===== config.mk =====
export PLATFORM = sky130hd
export DESIGN_NAME = tpm_top
export DESIGN_NICKNAME = d
export VERILOG_FILES = /design/src/hdl/tpm_pkg.sv /design/src/hdl/tpm_dt_if.sv /design/src/hdl/tpm_dead_time.sv /design/src/hdl/tpm_top.sv
export SDC_FILE = /design/constraint.sdc
export NUM_CORES = 1
export LEC_CHECK = 0
export BUFFER_PORTS_ARGS = -buffer_cell sky130_fd_sc_hd__buf_2
export CAP_MARGIN = 20
export CELL_PAD_IN_SITES_DETAIL_PLACEMENT = 0
export CELL_PAD_IN_SITES_GLOBAL_PLACEMENT = 1
export CORE_UTILIZATION = 40
export CTS_CLUSTER_SIZE = 20
export DETAILED_ROUTE_END_ITERATION = 12
export PLACE_DENSITY_LB_ADDON = 0.1
export SLEW_MARGIN = 40
export SYNTH_ARGS = -nofsm -noshare
export SYNTH_HDL_FRONTEND = slang
export SYNTH_HIERARCHICAL = 1
export SYNTH_SLANG_ARGS = --single-unit

===== constraint.sdc =====
create_clock -name pclk -period 3.57 [get_ports pclk]
set_input_delay 0.5355 -clock pclk [delete_from_list [all_inputs] [get_ports pclk]]
set_output_delay 0.5355 -clock pclk [all_outputs]
set_load 0.02 [all_outputs]

===== src/hdl/tpm_pkg.sv =====
// constants shared by the three-phase pwm block
package tpm_pkg;
  // ----------------------------------------------------------------
  // register offsets
  // ----------------------------------------------------------------
  localparam logic [7:0] TPM_OFS_CTRL     = 8'h00;
  localparam logic [7:0] TPM_OFS_CARRIER  = 8'h04;
  localparam logic [7:0] TPM_OFS_DEADTIME = 8'h08;
  localparam logic [7:0] TPM_OFS_WU       = 8'h0C;
  localparam logic [7:0] TPM_OFS_WV       = 8'h10;
  localparam logic [7:0] TPM_OFS_WW       = 8'h14;
  localparam logic [7:0] TPM_OFS_WU2      = 8'h18;
  localparam logic [7:0] TPM_OFS_WV2      = 8'h1C;
  localparam logic [7:0] TPM_OFS_WW2      = 8'h20;
  localparam logic [7:0] TPM_OFS_PINS     = 8'h24;
  localparam logic [7:0] TPM_OFS_STATUS   = 8'h28;
  localparam logic [7:0] TPM_OFS_COUNT    = 8'h2C;
  // ----------------------------------------------------------------
  // control register fields
  // ----------------------------------------------------------------
  localparam int TPM_B_FEN    = 0;
  localparam int TPM_B_SAW    = 1;
  localparam int TPM_B_TWO    = 2;
  localparam int TPM_B_ACTH   = 3;
  localparam int TPM_B_CDIS   = 4;
  localparam int TPM_B_DTOFF  = 5;
  localparam int TPM_B_HIZ    = 6;
  localparam int TPM_B_RSEL   = 7;
  localparam int TPM_B_CSEL   = 8;
  localparam int TPM_B_DSEL   = 11;
  localparam int TPM_B_IVL    = 16;
  localparam int TPM_B_RUN    = 20;
  localparam logic [31:0] TPM_CTRL_RST = 32'h0000_0000;
  localparam logic [31:0] TPM_CTRL_MSK = 32'h001F_1FFF;
  // ----------------------------------------------------------------
  // count source codes
  // ----------------------------------------------------------------
  localparam logic [2:0] TPM_SRC_F1   = 3'h0;
  localparam logic [2:0] TPM_SRC_F2   = 3'h1;
  localparam logic [2:0] TPM_SRC_F8   = 3'h2;
  localparam logic [2:0] TPM_SRC_F32  = 3'h3;
  localparam logic [2:0] TPM_SRC_SC32 = 3'h4;
  localparam logic [1:0] TPM_DSRC_F1   = 2'h0;
  localparam logic [1:0] TPM_DSRC_F2   = 2'h1;
  localparam logic [1:0] TPM_DSRC_F1D2 = 2'h2;
  localparam logic [1:0] TPM_DSRC_F2D2 = 2'h3;
  // ----------------------------------------------------------------
  // carrier direction
  // ----------------------------------------------------------------
  typedef enum logic [1:0] {
    TPM_CAR_UP   = 2'b01,
    TPM_CAR_DOWN = 2'b10
  } tpm_dir_type;
endpackage


===== src/hdl/tpm_dt_if.sv =====
// carrier between the waveform core and the dead-time stage
`timescale 1ns/10ps
interface tpm_dt_if;
  logic [2:0] raw;
  logic       tick;
  logic [7:0] setting;
  logic       bypass;
  logic [2:0] pos;
  logic [2:0] neg;
  modport core (output raw, tick, setting, bypass, input pos, neg);
  modport dt   (input raw, tick, setting, bypass, output pos, neg);
endinterface


===== src/hdl/tpm_dead_time.sv =====
// three per-phase dead-time down-counters sharing one reload value
`timescale 1ns/10ps
module tpm_dead_time
  import tpm_pkg::*;
(
  input  wire logic pclk,
  input  wire logic presetn,
  tpm_dt_if.dt      b
);
  typedef struct packed {
    logic [2:0][7:0] cnt;
    logic [2:0]      last;
    logic [2:0]      pos;
    logic [2:0]      neg;
  } tpm_dt_state_type;

  tpm_dt_state_type s_r;
  tpm_dt_state_type s_nxt;

  // ----------------------------------------------------------------
  // per-phase counters
  // ----------------------------------------------------------------
  always_comb begin
    s_nxt = s_r;
    for (int i = 0; i < 3; i++) begin
      if (b.bypass) begin
        s_nxt.cnt[i]  = 8'h00;
        s_nxt.last[i] = b.raw[i];
        s_nxt.pos[i]  = b.raw[i];
        s_nxt.neg[i]  = ~b.raw[i];
      end else if (b.raw[i] != s_r.last[i]) begin
        s_nxt.last[i] = b.raw[i];
        s_nxt.cnt[i]  = b.setting;
        s_nxt.pos[i]  = 1'b0;
        s_nxt.neg[i]  = 1'b0;
      end else if (s_r.cnt[i] != 8'h00) begin
        if (b.tick) begin
          s_nxt.cnt[i] = s_r.cnt[i] - 8'h01;
          // on at the last tick, so the gap is p ticks, not p+1
          if (s_r.cnt[i] == 8'h01) begin
            s_nxt.pos[i] = s_r.last[i];
            s_nxt.neg[i] = ~s_r.last[i];
          end
        end
      end else begin
        s_nxt.pos[i] = s_r.last[i];
        s_nxt.neg[i] = ~s_r.last[i];
      end
    end
  end

  always_ff @(posedge pclk or negedge presetn) begin
    if (!presetn) begin
      s_r <= '0;
    end else begin
      s_r <= s_nxt;
    end
  end

  assign b.pos = s_r.pos;
  assign b.neg = s_r.neg;
endmodule


===== src/hdl/tpm_top.sv =====
// three-phase motor pwm generator with apb registers
//
// Contract
// - six drive outputs, positive and negative pin per U, V, W phase.
// - three one-shot phase timers drive U, V and W respectively.
// - one carrier timer sets the carrier period for all phases.
// - triangular carrier period is source period times (m+1) times two.
// - sawtooth carrier period is source period times (m+1).
// - triangular width is source period times n times two.
// - sawtooth width is source period times n.
// - in triangular mode, two-value select gives each phase primary and secondary widths.
// - carrier and phases count on f1, f2, f8, f32 or subclock/32.
// - dead time is p dead-time ticks, or disabled.
// - three 8-bit dead-time counters reload from one shared setting.
// - dead-time source is f1, f2, f1/2 or f2/2.
// - drive active level selectable high or low.
// - any output can be held high or low a whole carrier cycle.
// - positive and negative levels of a phase set independently.
// - optionally block both pins active; always flag both active.
// - carrier pulse every 1 to 15 carrier cycles.
// - function enable turns the shared pin into the shutdown input.
// - shutdown low with high-z cutoff floats all six pins.
// - shutdown low without high-z cutoff returns pins to port control.
// - reload timing select: underflow only, or also at the triangle top.
//
// Decided for this implementation: the APB register port and the placing of the registers.
`timescale 1ns/10ps
module tpm_top
  import tpm_pkg::*;
#(
  parameter int CNT_W = 16,
  parameter int DT_W  = 8
) (
  input  wire logic        pclk,
  input  wire logic        presetn,
  input  wire logic        psel,
  input  wire logic        penable,
  input  wire logic        pwrite,
  input  wire logic [7:0]  paddr,
  input  wire logic [31:0] pwdata,
  output logic      [31:0] prdata,
  output logic             pready,
  output logic             pslverr,
  input  wire logic        shutdown_input_n,
  input  wire logic        subclock,
  output logic      [5:0]  drive_out,
  output logic      [5:0]  drive_oe_n,
  output logic             carrier_pulse
);
  // ----------------------------------------------------------------
  // elaboration checks
  // ----------------------------------------------------------------
  if (CNT_W < 2 || CNT_W > 16) begin : g_bad_cnt
    $error("CNT_W must be 2 to 16");
  end
  if (DT_W < 1 || DT_W > 8) begin : g_bad_dt
    $error("DT_W must be 1 to 8");
  end

  // ----------------------------------------------------------------
  // state
  // ----------------------------------------------------------------
  typedef struct packed {
    logic [31:0]            ctrl;
    logic [CNT_W-1:0]       car_m;
    logic [DT_W-1:0]        dt_set;
    logic [5:0][CNT_W-1:0]  width;
    logic [5:0][CNT_W-1:0]  shadow;
    logic [5:0]             force_en;
    logic [5:0]             force_lvl;
    logic [5:0]             port_data;
    logic [5:0]             port_dir;
    logic [5:0]             fsh_en;
    logic [5:0]             fsh_lvl;
    logic [2:0]             conc_flag;
    logic                   cut_flag;
    logic                   sd_s1;
    logic                   sd_s2;
    logic                   sc_s1;
    logic                   sc_s2;
    logic                   sc_prev;
    logic [4:0]             div_cnt;
    logic [4:0]             sc_cnt;
    logic [CNT_W-1:0]       car_cnt;
    tpm_dir_type            car_dir;
    logic [3:0]             ivl_cnt;
    logic                   pulse;
    logic [2:0]             raw;
    logic                   dt_tick;
    logic [5:0]             drv;
    logic [5:0]             oe_n;
    logic [31:0]            rdata;
    logic                   ready;
    logic                   err;
  } tpm_state_type;

  tpm_state_type s_r;
  tpm_state_type s_nxt;
  tpm_dt_if      dtb ();

  tpm_dead_time u_dead_time (
    .pclk    (pclk),
    .presetn (presetn),
    .b       (dtb.dt)
  );

  assign dtb.raw     = s_r.raw;
  assign dtb.tick    = s_r.dt_tick;
  assign dtb.setting = 8'(s_r.dt_set);
  assign dtb.bypass  = s_r.ctrl[TPM_B_DTOFF];

  // ----------------------------------------------------------------
  // next state
  // ----------------------------------------------------------------
  logic             fen;
  logic             saw;
  logic             two;
  logic             run;
  logic [2:0]       csel;
  logic [1:0]       dsel;
  logic [3:0]       ivl;
  logic             sc_edge;
  logic             tick;
  logic             uf;
  logic             top;
  logic [5:0]       act;
  logic [2:0]       both;
  logic [5:0]       lvl;
  logic             setup;
  logic             wr;
  logic             hit;
  logic [31:0]      rd;

  always_comb begin
    s_nxt   = s_r;
    fen     = s_r.ctrl[TPM_B_FEN];
    saw     = s_r.ctrl[TPM_B_SAW];
    two     = s_r.ctrl[TPM_B_TWO];
    run     = s_r.ctrl[TPM_B_RUN];
    csel    = s_r.ctrl[TPM_B_CSEL +: 3];
    dsel    = s_r.ctrl[TPM_B_DSEL +: 2];
    ivl     = s_r.ctrl[TPM_B_IVL +: 4];
    uf      = 1'b0;
    top     = 1'b0;
    act     = '0;
    both    = '0;
    lvl     = '0;
    rd      = '0;
    hit     = 1'b1;

    // pin inputs pass two flops first
    s_nxt.sd_s1   = shutdown_input_n;
    s_nxt.sd_s2   = s_r.sd_s1;
    s_nxt.sc_s1   = subclock;
    s_nxt.sc_s2   = s_r.sc_s1;
    s_nxt.sc_prev = s_r.sc_s2;
    sc_edge       = s_r.sc_s2 & ~s_r.sc_prev;
    s_nxt.div_cnt = s_r.div_cnt + 5'h01;
    if (sc_edge) begin
      s_nxt.sc_cnt = s_r.sc_cnt + 5'h01;
    end

    unique case (csel)
      TPM_SRC_F1:   tick = 1'b1;
      TPM_SRC_F2:   tick = s_r.div_cnt[0];
      TPM_SRC_F8:   tick = &s_r.div_cnt[2:0];
      TPM_SRC_F32:  tick = &s_r.div_cnt;
      TPM_SRC_SC32: tick = sc_edge & (&s_r.sc_cnt);
      default:      tick = 1'b0;
    endcase

    unique case (dsel)
      TPM_DSRC_F1:   s_nxt.dt_tick = 1'b1;
      TPM_DSRC_F2:   s_nxt.dt_tick = s_r.div_cnt[0];
      TPM_DSRC_F1D2: s_nxt.dt_tick = s_r.div_cnt[0];
      TPM_DSRC_F2D2: s_nxt.dt_tick = &s_r.div_cnt[1:0];
      default:       s_nxt.dt_tick = 1'b0;
    endcase

    if (!run) begin
      s_nxt.car_cnt = saw ? s_r.car_m : '0;
      s_nxt.car_dir = saw ? TPM_CAR_DOWN : TPM_CAR_UP;
    end else if (tick) begin
      if (saw) begin
        s_nxt.car_dir = TPM_CAR_DOWN;
        if (s_r.car_cnt == '0) begin
          s_nxt.car_cnt = s_r.car_m;
          uf            = 1'b1;
        end else begin
          s_nxt.car_cnt = s_r.car_cnt - 1'b1;
        end
      end else begin
        unique case (s_r.car_dir)
          TPM_CAR_UP: begin
            if (s_r.car_cnt >= s_r.car_m) begin
              s_nxt.car_dir = TPM_CAR_DOWN;
              top           = 1'b1;
            end else begin
              s_nxt.car_cnt = s_r.car_cnt + 1'b1;
            end
          end
          TPM_CAR_DOWN: begin
            if (s_r.car_cnt == '0) begin
              s_nxt.car_dir = TPM_CAR_UP;
              uf            = 1'b1;
            end else begin
              s_nxt.car_cnt = s_r.car_cnt - 1'b1;
            end
          end
          default: s_nxt.car_dir = TPM_CAR_UP;
        endcase
      end
    end

    if (!run || uf || (top && s_r.ctrl[TPM_B_RSEL] && !saw)) begin
      s_nxt.shadow = s_r.width;
    end
    // force held for the whole cycle
    if (!run || uf) begin
      s_nxt.fsh_en  = s_r.force_en;
      s_nxt.fsh_lvl = s_r.force_lvl;
    end

    // phase 0 U, 1 V, 2 W
    for (int i = 0; i < 3; i++) begin
      // secondary width on the falling half
      if (two && !saw && s_r.car_dir == TPM_CAR_DOWN) begin
        s_nxt.raw[i] = run & (s_r.car_cnt < s_r.shadow[i+3]);
      end else begin
        s_nxt.raw[i] = run & (s_r.car_cnt < s_r.shadow[i]);
      end
    end

    s_nxt.pulse = 1'b0;
    if (uf) begin
      if (s_r.ivl_cnt == 4'h0) begin
        s_nxt.pulse   = 1'b1;
        s_nxt.ivl_cnt = (ivl == 4'h0) ? 4'h0 : ivl - 4'h1;
      end else begin
        s_nxt.ivl_cnt = s_r.ivl_cnt - 4'h1;
      end
    end

    for (int i = 0; i < 3; i++) begin
      act[2*i]   = dtb.pos[i];
      act[2*i+1] = dtb.neg[i];
    end
    act = (act & ~s_r.fsh_en) | (s_r.fsh_lvl & s_r.fsh_en);
    for (int i = 0; i < 3; i++) begin
      both[i] = act[2*i] & act[2*i+1];
      if (both[i] && s_r.ctrl[TPM_B_CDIS]) begin
        act[2*i]   = 1'b0;
        act[2*i+1] = 1'b0;
      end
    end
    lvl = s_r.ctrl[TPM_B_ACTH] ? act : ~act;

    if (!fen) begin
      s_nxt.drv  = s_r.port_data;
      s_nxt.oe_n = ~s_r.port_dir;
    end else if (!s_r.sd_s2) begin
      if (s_r.ctrl[TPM_B_HIZ]) begin
        s_nxt.drv  = '0;
        s_nxt.oe_n = 6'h3F;
      end else begin
        s_nxt.drv  = s_r.port_data;
        s_nxt.oe_n = ~s_r.port_dir;
      end
    end else begin
      s_nxt.drv  = lvl;
      s_nxt.oe_n = '0;
    end

    // ----------------------------------------------------------------
    // apb slave, no wait state
    // ----------------------------------------------------------------
    setup = psel & ~penable;
    wr    = psel & penable & pwrite & s_r.ready;
    unique case (paddr)
      TPM_OFS_CTRL:     rd = s_r.ctrl;
      TPM_OFS_CARRIER:  rd = 32'(s_r.car_m);
      TPM_OFS_DEADTIME: rd = 32'(s_r.dt_set);
      TPM_OFS_WU:       rd = 32'(s_r.width[0]);
      TPM_OFS_WV:       rd = 32'(s_r.width[1]);
      TPM_OFS_WW:       rd = 32'(s_r.width[2]);
      TPM_OFS_WU2:      rd = 32'(s_r.width[3]);
      TPM_OFS_WV2:      rd = 32'(s_r.width[4]);
      TPM_OFS_WW2:      rd = 32'(s_r.width[5]);
      TPM_OFS_PINS:     rd = {2'h0, s_r.port_dir, 2'h0, s_r.port_data,
                              2'h0, s_r.force_lvl, 2'h0, s_r.force_en};
      TPM_OFS_STATUS:   rd = {17'h00000, s_r.drv, ~s_r.sd_s2, s_r.car_dir[1],
                              2'h0, s_r.cut_flag, 1'b0, s_r.conc_flag};
      TPM_OFS_COUNT:    rd = 32'(s_r.car_cnt);
      default: begin
        rd  = '0;
        hit = 1'b0;
      end
    endcase
    s_nxt.ready = setup;
    s_nxt.err   = setup & ~hit;
    s_nxt.rdata = (setup && !pwrite) ? rd : '0;

    if (wr) begin
      unique case (paddr)
        TPM_OFS_CTRL:     s_nxt.ctrl   = pwdata & TPM_CTRL_MSK;
        TPM_OFS_CARRIER:  s_nxt.car_m  = pwdata[CNT_W-1:0];
        TPM_OFS_DEADTIME: s_nxt.dt_set = pwdata[DT_W-1:0];
        TPM_OFS_WU:       s_nxt.width[0] = pwdata[CNT_W-1:0];
        TPM_OFS_WV:       s_nxt.width[1] = pwdata[CNT_W-1:0];
        TPM_OFS_WW:       s_nxt.width[2] = pwdata[CNT_W-1:0];
        TPM_OFS_WU2:      s_nxt.width[3] = pwdata[CNT_W-1:0];
        TPM_OFS_WV2:      s_nxt.width[4] = pwdata[CNT_W-1:0];
        TPM_OFS_WW2:      s_nxt.width[5] = pwdata[CNT_W-1:0];
        TPM_OFS_PINS: begin
          s_nxt.force_en  = pwdata[5:0];
          s_nxt.force_lvl = pwdata[13:8];
          s_nxt.port_data = pwdata[21:16];
          s_nxt.port_dir  = pwdata[29:24];
        end
        TPM_OFS_STATUS: begin
          s_nxt.conc_flag = s_r.conc_flag & ~pwdata[2:0];
          s_nxt.cut_flag  = s_r.cut_flag & ~pwdata[4];
        end
        default: s_nxt.ctrl = s_r.ctrl;
      endcase
    end
    // sticky flags set after the clear so a same-cycle event survives
    // flag overlap
    s_nxt.conc_flag = s_nxt.conc_flag | both;
    if (fen && !s_r.sd_s2) begin
      s_nxt.cut_flag = 1'b1;
    end
  end

  // ----------------------------------------------------------------
  // registers
  // ----------------------------------------------------------------
  always_ff @(posedge pclk or negedge presetn) begin
    if (!presetn) begin
      s_r         <= '0;
      s_r.ctrl    <= TPM_CTRL_RST;
      s_r.car_dir <= TPM_CAR_UP;
      s_r.sd_s1   <= 1'b1;
      s_r.sd_s2   <= 1'b1;
      s_r.oe_n    <= 6'h3F;
    end else begin
      s_r <= s_nxt;
    end
  end

  assign prdata        = s_r.rdata;
  assign pready        = s_r.ready;
  assign pslverr       = s_r.err;
  assign drive_out     = s_r.drv;
  assign drive_oe_n    = s_r.oe_n;
  assign carrier_pulse = s_r.pulse;
endmodule


==> summary.md, run 1 <==
| Metric | Value |
|---|---|
| Final setup viols | 0 |
| H-Tree Depth | 2 |
| Mapped Avg Cell Area | 11.0 um2 |
| Tightest Pin Transition | 0.785 ns |
| Seq/Total Area, Yosys | 46.3% |
| Skew final | 0.0220 ns |
| Top cell type's share of synthesized area | 45.2% |
| Critical-path cell list | ha_1 > and3_1 > ha_1 > mux2i_1 > a221o_1 > o31ai_4 > a31oi_4 > buf_12 > buf_12 > mux2_2 |
| Total routing usage reported by global routing | 25.6% |
| Unique masters post-synth | 88 |
| DRC Markers | 0 |
| Port bufs | 85 |
| Util after Layout | 46.9% |
| IR Drop Worst-Case VDD | 0.406 mV |
| Leakage power | 11.1 nW |
| Chip Width | 232 um |
| Die Y | 232 um |
| Fin area | 24300 um2 |
| Number of max-cap violations | 0 |
| Pwr/cell area | 454 nW/um2 |
| Starting Density | 40.8% |
| Crit Path Category | reg2reg |
| Final min period | 3.11 ns |
| Yosys reg bits | 391 |
| Cts hold-fix bufs | 0 |
| Sw Pwr | 2.79 mW |
| Worst path buffer plus inverter count | 2 |
| Max Root-Sink Buffers | 3 |
| Final std cells w/o fill | 2732 |
| Placed wire-length estimate | 50000 um |
| Placeable core area | 51800 um2 |
| Top cells by area, synth | dfrtp_1 (45%), mux2_2 (12%), ha_1 (7.7%) |
| Worst Hold Slack | 0.0494 ns |
| Req. time, crit path | 4.03 ns |
| Crit end category | flip-flop |
| # Post-CTS Setup Buffers | 0 |
| Vias in the first global route | 15.7k |
| Clk_lat worst skew | 0.59 ns |
| CP Launch Type | flip-flop |
| Clock power frac | 46.7% |
| Top-count cell post-synth | dfrtp_1 |
| Number of placement rows | 83 |
| Placement Cell Area | 22600 um2 |
| Cell taking the most area after synthesis | dfrtp_1 |
| Num CTS Buffers | 47 |
| Routability congestion estimate | 0.910 |
| Vias/cell | 5.74 |
| Cells after DPL | 2644 |
| CTS root buffer | clkbuf_16 |
| Asr flop ratio synth | 100% |
| Layout cells sized above 1 | 26.1% |
| # resized after CTS | 0 |
| Crit path arrival time | 3.57 ns |
| Final Slew Violations | 0 |
| Area grow syn2layout | 14.7% |
| Routed WL | 67700 um |
| Switching share of total power | 25.3% |
| RSZ-0062 raised after global routing | false |
| Fmax | 322 MHz |
| Max Fanout on Critical Path | 32 |
| Max incr delay on CP | 0.56 ns |
| Initial antenna violation count | 4 |
| First-pass GRT wire length | 102000 um |
| DR pass1 iterations | 6 |
| I/O Pins | 94 |
| Crit-path slowest cell | a221o_1 |
| Main synth FF type | dfrtp_1 |
| CTS tree | yes |
| Comb power frac | 9.3% |
| Largest net degree at the start of global routing | 89 |
| Wirelength per Cell | 24.8 um |
| Gr ovfl total | 0 |
| Cells after synthesis | 1919 |
| Most frequent cells after synthesis | dfrtp_1 (382), mux2_2 (226), inv_1 (152), ha_1 (131), nand2_1 (101) |
| Type of the worst min-delay path | in2reg |
| Sequential power share | 43.9% |
| Period utilisation layout | 87.0% |
| Detail Route Antenna Nets | 0 |
| Internal power | 8.24 mW |
| Hold Violations, Final | 0 |
| Clk sinks | 391 |
| Die area | 53800 um2 |
| Clock Pin Slew Worst Setup and Hold Paths | 0.06 ns |
| Synth Cell Area | 21200 um2 |
| Vias after detailed routing | 15.7k |
| Yosys warns | 6 |
| Final Net Count | 2193 |
| Max-slew headroom | 47.2% |
| Setup tns final | 0 ns |
| DR iter-0 viols | 1117 |
| Number of synthesized flops with an enable pin | 0 |
| Critical path's top delay family | compound AO/OA/AOI/OAI gates |
| Status | finished, final reports clean |
==> power groups by stage <==
stage / Sequential [mW] / Combinational [mW] / Clock (mW)
5_1_grt: 4.87 / 1.15 / 5.47
3_5_place_dp: 4.91 / 1.02 / 0
4_1_cts: 4.84 / 1.03 / 5.27
2_1_floorplan: 4.84 / 0.678 / 0
3_3_place_gp: 4.91 / 1.00 / 0
6_report: 4.85 / 1.03 / 5.16
==> stage by stage <==
stage	total power, mW	worst slack [ns]
6_report	11.0	0.463
5_1_grt	11.5	0.286
4_1_cts	11.1	0.446
3_5_place_dp	5.94	0.468
3_3_place_gp	5.92	0.532
2_1_floorplan	5.52	0.640
==> worst paths after layout <==
check | depth (start not counted) | slack, ns | from | endpoint
max | 10 | 0.46 | s_r[78]$_DFF_PN0_ | s_r[204]$_DFFE_PN0P_
min | 1 | 0.05 | shutdown_input_n | s_nxt[86]$_DFF_PN1_
max reg2reg | 10 | 0.46 | s_r[78]$_DFF_PN0_ | s_r[204]$_DFFE_PN0P_
min reg2reg | 0 | 0.35 | s_nxt[84]$_DFF_PN0_ | s_nxt[83]$_DFF_PN0_
max in group asynchronous | 4 | 2.09 | presetn | s_r[86]$_DFF_PN1_
min in group asynchronous | 2 | 0.44 | presetn | s_r[131]$_DFFE_PN0P_
==> cell usage in the layout (no fill, tap or decap), types with 12 or more instances in the layout <==
cell	n
a2111oi_0	12
a21o_1	27
a21oi_1	70
a221oi_1	19
a22o_1	19
a22oi_1	30
a31oi_1	20
and2_1	16
buf_2	84
buf_4	94
clkbuf_16	48
dfrtp_1	381
ha_1	131
inv_1	152
mux2_1	43
mux2_2	226
mux2i_1	16
nand2_1	101
nand2b_1	15
nand3_1	16
nand4_1	22
nor2_1	80
nor3_1	31
o211ai_1	18
o21ai_0	86
o31ai_1	17
or3_1	17
xnor2_1	14
==> area by class of cell <==
class                      instances  area, um2
tap                              680        851
multi-input combinational       1233      10000
timing repair buffer             190       1360
sequential                       391       9800
clock inverter                    17        305
inverter                         152        571
clock buffer                      67       1350
fill                            4889      27500
antenna                            2       5.00
==> registers in the layout, indices dropped and copies added (netlist names), 4 cells and up <==
| name | count |
|---|---|
| ivl | 4 |
| u_dead_time/s_r | 27 |
| dtb.setting | 8 |
| drive_out | 6 |
| s_r | 288 |
| prdata | 28 |
| drive_oe_n | 6 |
==> kinds of logic (layout without fill, tap and decap cells) <==
group                      count (synthesis)  count (layout)  synth area share [%]
DFF                                      391             391                  46.3
and+or+nand+nor                          374             374                  9.22
adders and majority gates                131             131                  7.74
xor gates and xnor gates                  22              22                 0.910
other                                      1               6                0.0177
AOI/OAI and AO/OA                        409             409                  13.4
muxes                                    293             293                  15.8
buffers and inverters                    298             426                  6.56
==> routing by layer <==
metal / vias to the layer above / routed length, um / track usage, %
met5: - / 28 / 0
met1: 7991 / 31000 / 36.2
met2: 461 / 31300 / 40.6
li1: 7128 / - / -
met3: 103 / 3770 / 3.73
met4: 4 / 1550 / 7.22
==> worst register-to-register path, delay by kind of cell, from the launching register on <==
| kind | cells | cell delay (ns) |
|---|---|---|
| compound gates | 3 | 0.92 |
| mux | 2 | 0.55 |
| buf+inv | 2 | 0.46 |
| fa+ha+maj | 2 | 0.44 |
| flops | 1 | 0.44 |
| simple gates | 1 | 0.16 |
No activity file was read; power rests on OpenSTA's default activity.
==> inputs of run 2 (changes only) <==
--- a/config.mk
+++ b/config.mk
@@ -9,9 +9,10 @@
 export CAP_MARGIN = 20
 export CELL_PAD_IN_SITES_DETAIL_PLACEMENT = 0
 export CELL_PAD_IN_SITES_GLOBAL_PLACEMENT = 1
-export CORE_UTILIZATION = 40
+export CORE_UTILIZATION = 50
 export CTS_CLUSTER_SIZE = 20
 export DETAILED_ROUTE_END_ITERATION = 12
+export GPL_ROUTABILITY_DRIVEN = 1
 export PLACE_DENSITY_LB_ADDON = 0.1
 export SLEW_MARGIN = 40
 export SYNTH_ARGS = -nofsm -noshare
==> run 2 against run 1 <==
Effect of this change: cell count is 5.9% lower; clock power shrank 7.4%; sequential power is essentially flat; clock skew up 0.0098 ns; non-clock buffer count down 17; register-to-register slack better by 0.09 ns; global-route usage rose by 4.4 points; highest routed layer is now met4.
==> summary.md, run 2 (synthesized netlist as in run 1, its figures left out) <==
| Metric | Value |
|---|---|
| Crit Path Category | reg2reg |
| Routability congestion estimate | 0.926 |
| Max Fanout on Critical Path | 10 |
| Req. time, crit path | 4.08 ns |
| Placed wire-length estimate | 45600 um |
| DR pass1 iterations | 6 |
| Commonest non-fill, non-tap cell in the layout | dfrtp_1 |
| Comb power frac | 9.5% |
| Switching share of total power | 25.9% |
| CP Launch Type | flip-flop |
| CTS root buffer | clkbuf_16 |
| Multi-input logic area | 10000 um2 |
| Layout cells sized above 1 | 25.6% |
| Gr ovfl total | 0 |
| Clock power frac | 44.9% |
| Port bufs | 85 |
| DRC Markers | 0 |
| Tightest Pin Transition | 0.815 ns |
| Number of placement rows | 75 |
| # Post-CTS Setup Buffers | 0 |
| Fmax | 331 MHz |
| Vias in the first global route | 15.5k |
| H-Tree Depth | 2 |
| Wirelength per Cell | 24.7 um |
| Crit path arrival time | 3.53 ns |
| Sw Pwr | 2.75 mW |
| Status | finished, final reports clean |
| Number of max-cap violations | 0 |
| Die Y | 208 um |
| Largest net degree at the start of global routing | 89 |
| Clock Pin Slew Worst Setup and Hold Paths | 0.07 ns |
| Initial antenna violation count | 0 |
| Most frequent cells in the layout | dfrtp_1 (381), mux2_2 (226), inv_1 (152), ha_1 (131), nand2_1 (101) |
| RSZ-0062 raised after global routing | false |
| Starting Density | 50.6% |
| Max-slew headroom | 45.5% |
| Clk_lat worst skew | 0.59 ns |
| Clk sinks | 391 |
| # resized after CTS | 0 |
| Type of the worst min-delay path | in2reg |
| Fillers | 3690 |
| Max reg flops | 288 |
| I/O Pins | 94 |
| Register area | 9800 um2 |
| Total routing usage reported by global routing | 30.0% |
| Vias/cell | 6.07 |
| Die area | 43200 um2 |
| DR iter-0 viols | 1272 |
| Skew final | 0.0318 ns |
| Reg-to-reg slack, setup | 0.55 ns |
| Period utilisation layout | 84.5% |
| Final min period | 3.02 ns |
| Hold Violations, Final | 0 |
| Vias after detailed routing | 15.6k |
| Biggest register | s_r |
| Crit end category | flip-flop |
| Final Slew Violations | 0 |
| Final setup viols | 0 |
| Leakage power | 10.9 nW |
| IR Drop Worst-Case VDD | 0.448 mV |
| Area grow syn2layout | 12.5% |
| Sequential power share | 45.6% |
| Pwr/cell area | 447 nW/um2 |
| Max Root-Sink Buffers | 3 |
| Chip Width | 208 um |
| Detail Route Antenna Nets | 0 |
| First-pass GRT wire length | 97400 um |
| Internal power | 7.88 mW |
| Num CTS Buffers | 44 |
| Placeable core area | 41900 um2 |
| Routed WL | 63600 um |
| Pwr Total | 10.6 mW |
| Final Net Count | 2173 |
| CTS tree | yes |
| Setup tns final | 0 ns |
## run 2: through the flow
stage	worst slack (ns)	std cells	hold WS, ns	instance area (um2)	utilization (%)
3_5_place_dp	0.588	2486	0.354	22200	53.1
6_report	0.553	2571	0.0659	23800	56.9
4_1_cts	0.572	2568	0.0175	23800	56.8
3_3_place_gp	0.603	2486	0.348	22200	53.1
2_1_floorplan	0.640	1922	0.240	21200	-
5_1_grt	0.410	2570	0.0380	23800	56.9
## run 2: layout make-up
| type | instances | area share, % |
|---|---|---|
| timing repair buffer | 173 | 5.01 |
| clock buffer | 60 | 5.30 |
| inverter | 152 | 2.40 |
| antenna | 1 | 0.0105 |
| tap | 539 | 2.83 |
| clock inverter | 22 | 1.11 |
| multi-input combinational | 1233 | 42.2 |
| sequential | 391 | 41.1 |
## run 2: final timing paths
check                                          from  cells past startpoint                       to
worst max-delay path            s_r[64]$_DFFE_PN0P_                      6      s_r[51]$_DFFE_PN0P_
max in group asynchronous                   presetn                      4  drive_oe_n[0]$_DFF_PN1_
worst min-delay path                       subclock                      1      s_nxt[84]$_DFF_PN0_
min in group asynchronous                   presetn                      2     s_r[195]$_DFFE_PN0P_
worst max register to register  s_r[64]$_DFFE_PN0P_                      6      s_r[51]$_DFFE_PN0P_
worst min register to register  s_nxt[86]$_DFF_PN1_                      0        s_r[86]$_DFF_PN1_
## run 2: power by group through the flow
stage                     combinational, mW  sequential [mW]  clock, mW
after floorplan                       0.678             4.84          0
after global placement                0.977             4.91          0
after detailed placement               1.00             4.91          0
after CTS                              1.01             4.84       4.87
after global routing                   1.13             4.87       5.05
final                                  1.01             4.84       4.78
## run 2: worst max-delay path: stages, from the launching register on
cell     delay (ns)
dfrtp_1        0.58
or3_4          0.49
nor3_4         0.31
nand4_2        0.23
or3_1          0.65
or4_1          0.58
nand2_1        0.08
## run 2: routing by layer
layer | vias up | GRT usage [%] | part of all wire [%] | wire length (um)
met4 | 0 | 11.5 | 3.6 | 2280
met2 | 488 | 45.9 | 45 | 28500
met1 | 7884 | 41.5 | 44 | 28200
li1 | 7107 | - | - | -
met5 | - | 0 | 0 | 0
met3 | 120 | 6.90 | 7.3 | 4640
## run 2: timing repair
item,in CTS,in global routing
setup endpoints to repair,0,0
hold buffers,0,1
hold endpoints to repair,0,19
